$ cat config.mk
export PLATFORM = sky130hd
export DESIGN_NAME = chip_spreader
export DESIGN_NICKNAME = d
export VERILOG_FILES = /design/src/inc/spreader_pkg.sv /design/src/design/byte_fifo.sv /design/src/design/chip_spreader.sv
export SDC_FILE = /design/constraint.sdc
export NUM_CORES = 1
export LEC_CHECK = 0
export BUFFER_PORTS_ARGS = -buffer_cell sky130_fd_sc_hd__buf_2
export CAP_MARGIN = 15
export CORE_AREA = 2 2 141 143
export DETAILED_ROUTE_END_ITERATION = 12
export DIE_AREA = 0 0 143 145
export PLACE_DENSITY = 0.75
export REMOVE_ABC_BUFFERS = 1
export SYNTH_ARGS = -nofsm -noshare
export SYNTH_HDL_FRONTEND = slang
export SYNTH_SLANG_ARGS = --single-unit
$ cat constraint.sdc
create_clock -name CLK -period 2.3 [get_ports CLK]
set_input_delay 0.23 -clock CLK [delete_from_list [all_inputs] [get_ports CLK]]
set_output_delay 0.23 -clock CLK [all_outputs]
set_load 0.02 [all_outputs]
$ cat src/inc/spreader_pkg.sv
// Constants, lookup tables and types shared by the chip spreader, the I/Q sink model and the bench.
// Assumes one 125 MHz clock; all rates below are derived from that figure.
//
// Function
// - Each byte is split into two 4-bit symbols and the low nibble is sent before the high one.
// - Each symbol value selects one of sixteen fixed 32-chip sequences from a constant table.
// - Chips leave at 2 Mchip/s, chip index zero first and then in ascending order.
// - Successive chips alternate between I and Q, with Q one half I-pulse later than I.
// - Every chip on I or Q is shaped as a half-sine pulse, which gives MSK-like O-QPSK.
// - The symbol bit stream and the chip stream can each be routed to an observation pin.
// - The table holds the sixteen listed sequences exactly, indexed by the symbol value.
package spreader_pkg;

    ////////////////////////////////////////////////////////////////////////////////////////////
    // Widths.
    localparam int BYTE_W = 8;
    localparam int NIB_W = 4;
    localparam int CHIPS = 32;
    localparam int IDX_W = 5;
    localparam int SYMBOLS = 16;
    localparam int FIFO_DEPTH_DEF = 16;
    localparam int SAMP_W = 8;

    ////////////////////////////////////////////////////////////////////////////////////////////
    // Timing: the chip clock comes from a fractional accumulator, so it averages 2 Mchip/s
    // exactly although 125 MHz is not a whole multiple of the chip rate.
    localparam int CLK_FREQ_MHZ = 125;
    localparam int CHIP_RATE_MCPS = 2;
    localparam int SAMPLES_PER_CHIP = 16;
    localparam int SUB_W = 4;
    localparam int ACC_W = 17;
    localparam int CLK_KHZ = CLK_FREQ_MHZ * 1000;
    localparam int CHIP_RATE_KHZ = CHIP_RATE_MCPS * 1000;
    localparam logic [ACC_W:0] CLK_MOD = (ACC_W + 1)'(CLK_KHZ);
    localparam logic [ACC_W:0] SAMPLE_STEP = (ACC_W + 1)'(CHIP_RATE_KHZ * SAMPLES_PER_CHIP);
    localparam int CHIP_CYC_MIN = CLK_KHZ / CHIP_RATE_KHZ;
    localparam int CHIP_CYC_MAX = CHIP_CYC_MIN + 1;

    ////////////////////////////////////////////////////////////////////////////////////////////
    // Counter landmarks.
    localparam logic [SUB_W-1:0] SUB_FIRST = 4'h0;
    localparam logic [SUB_W-1:0] SUB_LAST = 4'hF;
    localparam logic [IDX_W-1:0] CHIP_FIRST = 5'h00;
    localparam logic [IDX_W-1:0] CHIP_LAST = 5'h1F;
    localparam logic [IDX_W-1:0] CHIP_STEP = 5'h01;
    localparam logic [IDX_W-1:0] ROT_STEP = 5'h04;
    localparam logic [IDX_W-1:0] PEAK_PH = 5'h10;
    localparam logic [IDX_W-1:0] ZERO_PH = 5'h00;

    ////////////////////////////////////////////////////////////////////////////////////////////
    // Observation pin selections.
    localparam logic [1:0] OBS_OFF = 2'h0;
    localparam logic [1:0] OBS_BITS = 2'h1;
    localparam logic [1:0] OBS_CHIPS = 2'h2;
    localparam logic [1:0] OBS_CHIP_CLK = 2'h3;

    ////////////////////////////////////////////////////////////////////////////////////////////
    // Chip table: chip C0 sits in the most significant bit so that the hex reads like the
    // printed sequences.
    localparam logic [CHIPS-1:0] CHIP_LUT [SYMBOLS] = '{
        32'hD9C3_522E, 32'hED9C_3522, 32'h2ED9_C352, 32'h22ED_9C35,
        32'h522E_D9C3, 32'h3522_ED9C, 32'hC352_2ED9, 32'h9C35_22ED,
        32'h8C96_077B, 32'hB8C9_6077, 32'h7B8C_9607, 32'h77B8_C960,
        32'h077B_8C96, 32'h6077_B8C9, 32'h9607_7B8C, 32'hC960_77B8
    };

    // Rising half of sin(pi*k/32), k = 0..16, scaled to 127.
    localparam logic [6:0] SINE_LUT [0:16] = '{
        7'h00, 7'h0C, 7'h19, 7'h25, 7'h31, 7'h3C, 7'h47, 7'h51, 7'h5A,
        7'h62, 7'h6A, 7'h70, 7'h75, 7'h7A, 7'h7D, 7'h7E, 7'h7F
    };
    localparam logic [6:0] SINE_PEAK = 7'h7F;

    ////////////////////////////////////////////////////////////////////////////////////////////
    // Types.
    typedef struct packed {
        logic [SAMP_W-1:0] i;
        logic [SAMP_W-1:0] q;
    } iq_type;

    typedef enum logic [1:0] {ST_IDLE, ST_RUN, ST_TAIL} state_type;

endpackage : spreader_pkg

$ cat src/design/byte_fifo.sv
// Synchronous first-in first-out buffer with valid/ready on both sides.
// Assumes one clock and an active-low reset that is already synchronised.
`timescale 1ns/1ns
module byte_fifo #(
    parameter int WIDTH = 8,
    parameter int DEPTH = 16
) (
    // Clock and reset
    input wire logic clk,
    input wire logic rst_n,
    // Filling side
    input wire logic in_valid,
    output logic in_ready,
    input wire logic [WIDTH-1:0] in_data,
    // Draining side
    output logic out_valid,
    input wire logic out_ready,
    output logic [WIDTH-1:0] out_data
);
    localparam int PTR_W = $clog2(DEPTH);

    logic [WIDTH-1:0] mem [DEPTH];
    logic [PTR_W:0] wr_reg;
    logic [PTR_W:0] rd_reg;
    logic full;
    logic empty;
    logic push;
    logic pop;

    // The extra pointer bit tells full from empty when the addresses match.
    assign empty = (wr_reg == rd_reg);
    assign full = (wr_reg[PTR_W] != rd_reg[PTR_W]) && (wr_reg[PTR_W-1:0] == rd_reg[PTR_W-1:0]);
    assign in_ready = !full;
    assign out_valid = !empty;
    assign push = in_valid && !full;
    assign pop = out_ready && !empty;
    assign out_data = mem[rd_reg[PTR_W-1:0]];

    always_ff @(posedge clk or negedge rst_n) begin
        if (!rst_n) begin
            wr_reg <= '0;
            rd_reg <= '0;
        end else begin
            wr_reg <= push ? wr_reg + 1'h1 : wr_reg;
            rd_reg <= pop ? rd_reg + 1'h1 : rd_reg;
        end
    end

    always_ff @(posedge clk) begin
        if (push) begin
            mem[wr_reg[PTR_W-1:0]] <= in_data;
        end
    end

endmodule : byte_fifo

$ cat src/design/chip_spreader.sv
// Transmit spreader: bytes in, half-sine shaped O-QPSK I/Q samples out.
// Assumes bytes come from logic on CLK; the modulator samples IQ_SAMPLE on every rising CLK edge.
`timescale 1ns/1ns
module chip_spreader
    import spreader_pkg::*;
#(
    parameter int FIFO_DEPTH = FIFO_DEPTH_DEF
) (
    // Clock and reset
    input wire logic CLK,
    input wire logic RST_B,
    // Byte stream from the frame engine
    input wire logic TX_VALID,
    input wire logic [BYTE_W-1:0] TX_DATA,
    output logic TX_READY,
    // Shaped baseband towards the modulator
    output iq_type IQ_SAMPLE,
    output logic TX_BUSY,
    // Observation pin
    input wire logic [1:0] OBS_SEL,
    output logic GPIO_OBS
);

    ////////////////////////////////////////////////////////////////////////////////////////////
    // Reset release.
    logic rst_meta_reg;
    logic rst_n_reg;

    always_ff @(posedge CLK or negedge RST_B) begin
        if (!RST_B) begin
            rst_meta_reg <= 1'h0;
            rst_n_reg <= 1'h0;
        end else begin
            rst_meta_reg <= 1'h1;
            rst_n_reg <= rst_meta_reg;
        end
    end

    ////////////////////////////////////////////////////////////////////////////////////////////
    // Byte buffer.
    logic fifo_valid;
    logic fifo_pop;
    logic [BYTE_W-1:0] fifo_data;

    byte_fifo #(
        .WIDTH(BYTE_W),
        .DEPTH(FIFO_DEPTH)
    ) byte_fifo_i (
        .clk(CLK),
        .rst_n(rst_n_reg),
        .in_valid(TX_VALID),
        .in_ready(TX_READY),
        .in_data(TX_DATA),
        .out_valid(fifo_valid),
        .out_ready(fifo_pop),
        .out_data(fifo_data)
    );

    ////////////////////////////////////////////////////////////////////////////////////////////
    // State and timing registers.
    state_type state_reg;
    state_type state_next;
    logic [ACC_W-1:0] acc_reg;
    logic [ACC_W-1:0] acc_next;
    logic [SUB_W-1:0] sub_reg;
    logic [SUB_W-1:0] sub_next;
    logic [IDX_W-1:0] chip_idx_reg;
    logic [IDX_W-1:0] chip_idx_next;
    logic nib_reg;
    logic nib_next;
    logic [BYTE_W-1:0] byte_reg;
    logic [BYTE_W-1:0] byte_next;
    logic i_chip_reg;
    logic i_chip_next;
    logic q_chip_reg;
    logic q_chip_next;
    logic i_on_reg;
    logic i_on_next;
    logic q_on_reg;
    logic q_on_next;
    iq_type iq_reg;
    iq_type iq_next;
    logic obs_reg;
    logic obs_next;

    ////////////////////////////////////////////////////////////////////////////////////////////
    // Chip timing.
    logic running;
    logic [ACC_W:0] acc_sum;
    logic [ACC_W:0] acc_wrap;
    logic tick;
    logic chip_edge;
    logic run_edge;

    assign running = (state_reg != ST_IDLE);
    assign acc_sum = {1'h0, acc_reg} + SAMPLE_STEP;
    assign tick = (acc_sum >= CLK_MOD);
    assign acc_wrap = tick ? acc_sum - CLK_MOD : acc_sum;
    assign chip_edge = running && tick && (sub_reg == SUB_LAST);
    assign run_edge = chip_edge && (state_reg == ST_RUN);

    assign acc_next = running ? acc_wrap[ACC_W-1:0] : '0;
    assign sub_next = !running ? SUB_FIRST : (tick ? sub_reg + 1'h1 : sub_reg);

    ////////////////////////////////////////////////////////////////////////////////////////////
    // Symbol sequencing.
    logic start;
    logic sym_end;
    logic take_byte;
    logic [NIB_W-1:0] cur_sym;
    logic [NIB_W-1:0] load_sym;
    logic [IDX_W-1:0] step_idx;
    logic [IDX_W-1:0] load_idx;
    logic [CHIPS-1:0] load_seq;
    logic [CHIPS-1:0] cur_seq;
    logic load_chip;
    logic cur_chip;
    logic sym_bit;
    logic i_load;
    logic q_load;

    assign start = (state_reg == ST_IDLE) && fifo_valid;
    assign sym_end = run_edge && (chip_idx_reg == CHIP_LAST);
    // A new byte is taken while idle, or after the high nibble has gone out.
    assign fifo_pop = (state_reg == ST_IDLE) || (sym_end && nib_reg);
    assign take_byte = fifo_pop && fifo_valid;
    assign cur_sym = nib_reg ? byte_reg[BYTE_W-1:NIB_W] : byte_reg[NIB_W-1:0];
    assign load_sym = take_byte ? fifo_data[NIB_W-1:0] :
                      (sym_end ? byte_reg[BYTE_W-1:NIB_W] : cur_sym);
    assign step_idx = chip_idx_reg + CHIP_STEP;
    assign load_idx = start ? CHIP_FIRST : step_idx;
    assign load_seq = CHIP_LUT[load_sym];
    assign load_chip = load_seq[CHIP_LAST - load_idx];
    assign cur_seq = CHIP_LUT[cur_sym];
    assign cur_chip = cur_seq[CHIP_LAST - chip_idx_reg];
    // Eight chips carry one data bit, least significant bit of the symbol first.
    assign sym_bit = cur_sym[chip_idx_reg[IDX_W-1:IDX_W-2]];

    always_comb begin
        state_next = state_reg;
        case (state_reg)
            ST_IDLE: begin
                if (fifo_valid) begin
                    state_next = ST_RUN;
                end
            end
            ST_RUN: begin
                if (sym_end && nib_reg && !fifo_valid) begin
                    state_next = ST_TAIL;
                end
            end
            ST_TAIL: begin
                if (chip_edge) begin
                    state_next = ST_IDLE;
                end
            end
            default: begin
                state_next = ST_IDLE;
            end
        endcase
    end

    assign chip_idx_next = run_edge ? step_idx : chip_idx_reg;
    assign nib_next = take_byte ? 1'h0 : (sym_end ? !nib_reg : nib_reg);
    assign byte_next = take_byte ? fifo_data : byte_reg;

    ////////////////////////////////////////////////////////////////////////////////////////////
    // I takes the even chips and Q the odd ones; each pulse spans two chip times, so Q trails
    // I by half a pulse. The last Q pulse needs one more chip time, which is the tail state.
    assign i_load = start || (run_edge && !step_idx[0] && (state_next == ST_RUN));
    assign q_load = run_edge && step_idx[0];
    assign i_chip_next = i_load ? load_chip : i_chip_reg;
    assign q_chip_next = q_load ? load_chip : q_chip_reg;
    assign i_on_next = start ? 1'h1 : ((chip_edge && state_next != ST_RUN) ? 1'h0 : i_on_reg);
    assign q_on_next = start ? 1'h0 :
                       (q_load ? 1'h1 : ((state_next == ST_IDLE) ? 1'h0 : q_on_reg));

    ////////////////////////////////////////////////////////////////////////////////////////////
    // Half-sine shaping.
    logic [IDX_W-1:0] i_ph;
    logic [IDX_W-1:0] q_ph;

    assign i_ph = {chip_idx_reg[0], sub_reg};
    assign q_ph = {!chip_idx_reg[0], sub_reg};

    function automatic logic [SAMP_W-1:0] shape(input logic on, input logic chip,
                                                 input logic [IDX_W-1:0] ph);
        logic [IDX_W-1:0] fold;
        logic [SAMP_W-1:0] mag;
        // The table holds the rising half only; the falling half reads it mirrored.
        fold = ph[IDX_W-1] ? (ZERO_PH - ph) : ph;
        mag = {1'h0, SINE_LUT[fold]};
        shape = !on ? '0 : (chip ? mag : '0 - mag);
    endfunction : shape

    assign iq_next = '{i: shape(i_on_reg, i_chip_reg, i_ph),
                       q: shape(q_on_reg, q_chip_reg, q_ph)};

    ////////////////////////////////////////////////////////////////////////////////////////////
    // Observation pin.
    logic run_sym;
    logic chip_obs;

    assign run_sym = (state_reg == ST_RUN);
    assign chip_obs = cur_chip && run_sym;
    assign obs_next = (OBS_SEL == OBS_BITS) ? (sym_bit && run_sym) :
                      (OBS_SEL == OBS_CHIPS) ? chip_obs :
                      (OBS_SEL == OBS_CHIP_CLK) ? (sub_reg[SUB_W-1] && run_sym) :
                      1'h0;

    ////////////////////////////////////////////////////////////////////////////////////////////
    // Registers.
    always_ff @(posedge CLK or negedge rst_n_reg) begin
        if (!rst_n_reg) begin
            state_reg <= ST_IDLE;
            acc_reg <= '0;
            sub_reg <= SUB_FIRST;
            chip_idx_reg <= CHIP_FIRST;
            nib_reg <= 1'h0;
            byte_reg <= '0;
        end else begin
            state_reg <= state_next;
            acc_reg <= acc_next;
            sub_reg <= sub_next;
            chip_idx_reg <= chip_idx_next;
            nib_reg <= nib_next;
            byte_reg <= byte_next;
        end
    end

    always_ff @(posedge CLK or negedge rst_n_reg) begin
        if (!rst_n_reg) begin
            i_chip_reg <= 1'h0;
            q_chip_reg <= 1'h0;
            i_on_reg <= 1'h0;
            q_on_reg <= 1'h0;
            iq_reg <= '0;
            obs_reg <= 1'h0;
        end else begin
            i_chip_reg <= i_chip_next;
            q_chip_reg <= q_chip_next;
            i_on_reg <= i_on_next;
            q_on_reg <= q_on_next;
            iq_reg <= iq_next;
            obs_reg <= obs_next;
        end
    end

    assign IQ_SAMPLE = iq_reg;
    assign GPIO_OBS = obs_reg;
    assign TX_BUSY = running;

    ////////////////////////////////////////////////////////////////////////////////////////////
    // Checks.
    logic [6:0] gap_reg;
    logic gap_seen_reg;
    logic [IDX_W-1:0] rot_amt;

    always_ff @(posedge CLK or negedge rst_n_reg) begin
        if (!rst_n_reg) begin
            gap_reg <= '0;
            gap_seen_reg <= 1'h0;
        end else begin
            gap_reg <= chip_edge ? '0 : gap_reg + 1'h1;
            gap_seen_reg <= chip_edge ? 1'h1 : (running ? gap_seen_reg : 1'h0);
        end
    end

    assign rot_amt = {1'h0, cur_sym[2:0], 1'h0} << 1;
endmodule : chip_spreader

After elaboration in Yosys (flattened, before gate mapping)
Memories as Yosys holds them, arrays and structs flattened.
Index checks and enable logic that the tools add are counted.
Widths: inputs -> output; s select.

storage, ports and cells
  register bits = 70
  bits in latches = 0
  RAM bits = 128
  ROM bits = 1472
  word-level logic and storage cells = 133
  memories = 5

cells by class
  $add $sub $neg = 12
  $mul = 0
  div/mod/pow operators = 0
  magnitude comparators = 8
  eq/ne operators = 13
  shift-type cells = 0
  multiplexer cells = 44
  bitwise logic cells = 4
  reductions and logical operators = 30

memories
  name             words  bits a word  read ports  clocked after memory_dff  wr ports  RTL line              source
  (no name shown)  16     32           1           0                         0         chip_spreader.sv:134  assign cur_seq = CHIP_LUT[cur_sym];
  (no name shown)  16     32           1           0                         0         chip_spreader.sv:132  assign load_seq = CHIP_LUT[load_sym];
  (no name shown)  32     7            1           0                         0         chip_spreader.sv:192  mag = {1'h0, SINE_LUT[fold]};
  (no name shown)  32     7            1           0                         0         chip_spreader.sv:192
  byte_fifo_i.mem  16     8            1           0                         1         byte_fifo.sv:22       logic [WIDTH-1:0] mem [DEPTH];

operator list
  cell                    count
  $mux 32                 4
  $mux 17                 2
  $mux 8                  4
  $mux 7                  4
  $mux 4                  5
  $add 17x15->18 const B  1
  $ge 18x17->1 const B    1
  $logic_and 1x1->1       17
  $sub 17x17->17 const B  1
  $sub 1x7->8 const A     2
  $add 5x1->5 const B     3
  $mux 1                  15
  $mux 5                  3
  $ge 6x6->1 const B      2
  $lt 5x6->1 const B      2
  $not 5->6               2
  $bmux 1 s5              2
  $ge 5x5->1 const B      2
  $not 4->5               2
  $sub 1x5->5 const A     2
  $sub 5x5->5 const A     2
  $eq 2x1->1 const B      3
  $eq 2x2->1 const B      3
  $mux 2                  3
  other kinds (15)        24

Depth between registers and ports, before layout
  word-level depth = 16
  gate-level depth with buffers = 25

Hierarchy
A second synthesis with hierarchy kept.

unflattened totals
  cells, all modules = 1060
  area, all modules = 11541.1 um^2

modules (own cells, without submodules)
  module         times used  cells each  area each (um^2)  sequential area each (um^2)
  chip_spreader  1           777         5884.4            1426.4
  byte_fifo      1           283         5656.7            4093.9

Worst setup path after synthesis
Ideal clock, no wire load.

  path type = register -> register
  start point = register acc_reg[8]
  end point = register i_chip_reg
  arrival time = 5072 ps
  data required time = 2172 ps
  path slack = -2900 ps
  stages on the path, launching flop included = 25
  buffers on the path = 3
  period minus slack after synthesis = 5200 ps
  cells stage by stage = dfrtp_1 ha_1 buf_2 and3b_1 a221oi_1 a2bb2oi_1 a31oi_1 buf_2 or3_4 o221ai_2 buf_6 inv_1 ha_1 nor2_1 inv_1 mux2_2 nand2_1 o21ai_0 a211oi_1 o31ai_2 a311o_1 a31o_1 a41oi_2 a311oi_1 mux2_1

on the way
  cells in the longest elaborated chain, start to end = 16
  elaborated cells between the ends (all ways) = 25
  those cells by class = add/sub (1); order compare (1); eq/ne (1); mux (9); bitwise (1); reduce/logical (11); memory (1)

RTL lines
  what                                        RTL line                                    source
  from (decl)                                 chip_spreader.sv:63                         logic [ACC_W-1:0] acc_reg;
  from (signal assigned)                      chip_spreader.sv:223                        acc_reg <= acc_next;
  $add 17x15->18 *                            chip_spreader.sv:96                         assign acc_sum = {1'h0, acc_reg} + SAMPLE_STEP;
  $ge 18x17->1 *                              chip_spreader.sv:97                         assign tick = (acc_sum >= CLK_MOD);
  $logic_and 1x1->1 * (2 in a row)            chip_spreader.sv:99                         assign chip_edge = running && tick && (sub_reg == SUB_LAST);
  $logic_and 1x1->1                           chip_spreader.sv:100                        assign run_edge = chip_edge && (state_reg == ST_RUN);
  $logic_and 1x1->1                           chip_spreader.sv:123                        assign sym_end = run_edge && (chip_idx_reg == CHIP_LAST);
  $logic_and 1x1->1                           chip_spreader.sv:125, chip_spreader.sv:148
  $logic_or 1x1->1                            chip_spreader.sv:125                        assign fifo_pop = (state_reg == ST_IDLE) || (sym_end && nib_reg);
  $logic_and 1x1->1                           chip_spreader.sv:126                        assign take_byte = fifo_pop && fifo_valid;
  $mux 4                                      chip_spreader.sv:128                        assign load_sym = take_byte ? fifo_data[NIB_W-1:0] :
  $not 4->5 (not written as such)             chip_spreader.sv:132
  $mem_v2 16x32                               --
  $mux 32 (not written as such) (2 in a row)  chip_spreader.sv:132
  $bmux 1 s5                                  chip_spreader.sv:133                        assign load_chip = load_seq[CHIP_LAST - load_idx];
  $mux 1 (not written as such)                chip_spreader.sv:133
  to (signal assigned)                        chip_spreader.sv:240                        i_chip_reg <= i_chip_next;
  to (decl)                                   chip_spreader.sv:73                         logic i_chip_reg;

Mark *: on every way between the ends. The rest lies on a longest branch, timed or not. The select of a mux whose other input is x is not followed.
A chain may end at the register's enable or synchronous reset.

Final worst setup path
Same ends and word-level chain as after synthesis.

==> impl_metrics.ini <==
[flow_run]
drv_cap = 0

[critical_path]
crit_fanout = 4
crit_required_ns = 2.70
rr_startpoint = acc_reg[8]
path_class = flip-flop to flip-flop
reg2reg_depth = 22
start_kind = flip-flop
critPathCaptureType = flip-flop
cp.arrival_ns = 5.39
reg2reg_slack_ns = -2.70
r2r_end = i_chip_reg

[clock_tree]
path_clk_slew_ns = 0.08
cts_tree = yes
cts-htree-levels = 4
cts_made_buffers = 17
cts.sinks = 195
cts-root-buf = clkbuf_16
cts_buffer_depth = 2
worstSkewPairLatency_ns = 0.46

[detailed_routing]
antenna_left = 0
dr.pass1.iters = 8
vias_per_cell = 6.29
post-route-drc-count = 0
postRouteWirelength_mm = 35.1
vias = 10052
drt_iter0_markers = 907
wire_per_inst_um = 21.9

[floorplan]
die-width_um = 143
initial_core_util_pct = 58.5
die-area_sq_um = 20700
die-height_um = 145
coreArea_sq_um = 19200
ios = 32
rows = 51

[run_status]
violations = negative setup slack
status = finished with violations

[pwr]
swShare_pct = 41.9
p_per_area_nw_per_um2 = 1410
ir_drop_mv = 0.835
p_sw_mw = 9.28
p_leak_nw = 6.29
power_frac_clock_pct = 14.0
internal_power_mw = 12.9
power_frac_seq_pct = 21.6
p_comb_share_pct = 64.3

[sta]
rsz0062_at_grt = true
slew_headroom_pct = 52.7
post-route-period-util_pct = 217
setup_viol = 57
finalMaxSlewViolations = 0
final.setup_skew_ns = 0.0173
fmax_mhz = 200
worst_pin_slew_ns = 0.710
finalWorstSetupSlack_ns = -2.70
finalHoldViolCount = 0
min_period_ns = 5.00

[synthesis]
synthCells = 1011
synth_edf_count = 128
synth.yosys.seq_area_share_pct = 49.1
ys.flop_type = edfxtp_1
ys_types = 78
synthArstFlopShare_pct = 34.4
ys_ff_latch = 195
avgSynthCellArea_sq_um = 11.1
yosysWarnings = 0
synth_area_sq_um = 11200

[min_path]
hold_start = OBS_SEL[0]
min-delay-path-class = input port to flip-flop
holdPathStages = 3
min_to = GPIO_OBS

[final_layout]
diodes = 0
final_area_sq_um = 15700
largest_reg_flops = 128
drive_gt1_share_pct = 45.6
final_nets = 1374
fin_cells = 1599
area_delta_synth_final_pct = 39.6

[placed_design]
gp_congestion = 0.934
placed_area_sq_um = 13400
dp_hpwl_mm = 20.1
io_buffers = 31
placed_cells = 1494

[global_route]
antenna_found_initial = 0
grt_usage_pct = 31.0
grt_max_degree = 41
grt_overflow_total = 0
grt_pass1_vias = 9807
grt_pass1_wl_mm = 50.3
## cell families after synthesis
logic type      count (synthesis)  synth area share [%]
simple gates                  331                  13.2
compound gates                212                  13.0
flops                         195                  49.1
buf+inv                        96                  3.82
mux                            70                  11.2
xor+xnor                       66                  5.15
fa+ha+maj                      40                  4.46
other cells                     1                0.0334
## metal layers
layer  up-vias  GRT usage, %  wire, um  part of all wire, %
li1       4375             -         -                    -
met1      4861          38.2     13000                   37
met2       604          54.0     17600                   50
met3       212          4.55      2380                  6.8
met4         0          13.6      2060                  5.9
met5         -             0         0                    0
## what timing repair did
item / in CTS / in global routing
hold buffers: 1 / 0
gates cloned: 1 / 1
gates resized for setup: 160 / 110
pin swaps: 49 / 52
endpoints found under the setup margin: 170 / 189
buffers inserted: 42 / 34
endpoints found under the hold margin: 2 / 0
## area by class of cell
type	instances	area (sq um)
repair buffers	360	2930
clock buffers	17	425
flip-flops and latches	195	5530
clock inverters	15	196
well taps	265	332
inverters	27	106
multi-input cells	720	6170
fillers	959	3520
## power groups by stage
| stage | registers, mW | logic, mW | clock network, mW |
|---|---|---|---|
| 6_report | 4.79 | 14.2 | 3.11 |
| 5_1_grt | 4.85 | 15.0 | 3.25 |
| 4_1_cts | 4.77 | 11.6 | 3.10 |
| 3_5_place_dp | 4.79 | 9.54 | 0 |
| 3_3_place_gp | 4.76 | 9.32 | 0 |
| 2_1_floorplan | 5.18 | 5.05 | 0 |
## synthesized netlist by cell type, types with 3 or more instances
cell type	count	area, sq um
a211o_1	3	26.3
o211ai_1	13	97.6
nand2_1	104	390
xor2_1	21	184
inv_1	26	97.6
edfxtp_1	128	3840
buf_2	13	65.1
nand3b_1	4	30.0
and2_1	8	50.1
ha_1	40	500
and3_1	4	25.0
o311ai_0	5	43.8
a21oi_1	48	240
o221ai_1	5	43.8
buf_6	6	67.6
nand3_1	18	90.1
xnor2_1	45	394
nor3_1	19	95.1
a311oi_1	11	96.3
clkbuf_1	41	154
mux2i_1	16	160
o22ai_1	4	25.0
o21ai_0	49	245
nand2b_1	10	62.6
mux4_2	43	968
dfrtp_1	67	1680
a22oi_1	5	37.5
a221oi_1	4	35.0
mux2_2	10	113
a211oi_1	15	113
nor4_1	5	31.3
a31oi_1	13	81.3
nor2_1	130	488
nand4_1	11	68.8
or2_2	3	18.8
buf_1	7	26.3
## worst max path at each step
stage               startpoint    endpoint  cells after the start
finish              acc_reg[8]  i_chip_reg                     22
global route        acc_reg[8]  i_chip_reg                     22
CTS                 acc_reg[8]  q_chip_reg                     22
detailed placement  acc_reg[8]  i_chip_reg                     21
global placement    acc_reg[8]  i_chip_reg                     21
floorplan           acc_reg[8]  i_chip_reg                     21
## worst max-delay path, stage by stage, from the launching register on
cell and delay, ns:
dfrtp_2 0.44, ha_4 0.19, nor4_4 0.26, nand4_1 0.20, a31oi_4 0.29, a31oi_4 0.17
buf_4 0.18, o211ai_1 0.41, o221ai_4 0.24, inv_2 0.14, ha_4 0.16, nor2_4 0.04
buf_6 0.11, o21ai_2 0.11, nand2_1 0.08, a21oi_2 0.14, a211oi_2 0.09, buf_4 0.16
a211o_1 0.29, or4_4 0.55, and4_1 0.18, a311oi_2 0.31, mux2_4 0.20
## cell usage in the layout (no fill, tap or decap), types with 34 or more instances in the layout
master / count
nor2_1: 105
a21oi_1: 39
xnor2_1: 39
dfrtp_1: 62
buf_4: 277
mux4_2: 43
o21ai_0: 34
nand2_1: 87
buf_6: 35
edfxtp_1: 128
## per-stage QoR
step / setup slack, ns / setup TNS [ns] / utilization, % / hold WS (ns) / power [mW]
floorplan: -3.33 / -126.35 / - / -0.0656 / 10.2
global placement: -2.47 / -22.84 / 69.6 / 0.0162 / 14.1
detailed placement: -2.56 / -30.65 / 69.6 / 0.0186 / 14.3
CTS: -2.23 / -21.01 / 78.3 / 0.00883 / 19.4
global route: -2.84 / -36.54 / 81.6 / 0.0276 / 23.1
finish: -2.70 / -33.57 / 81.6 / 0.0159 / 22.2
No activity file was read; power rests on OpenSTA's default activity.
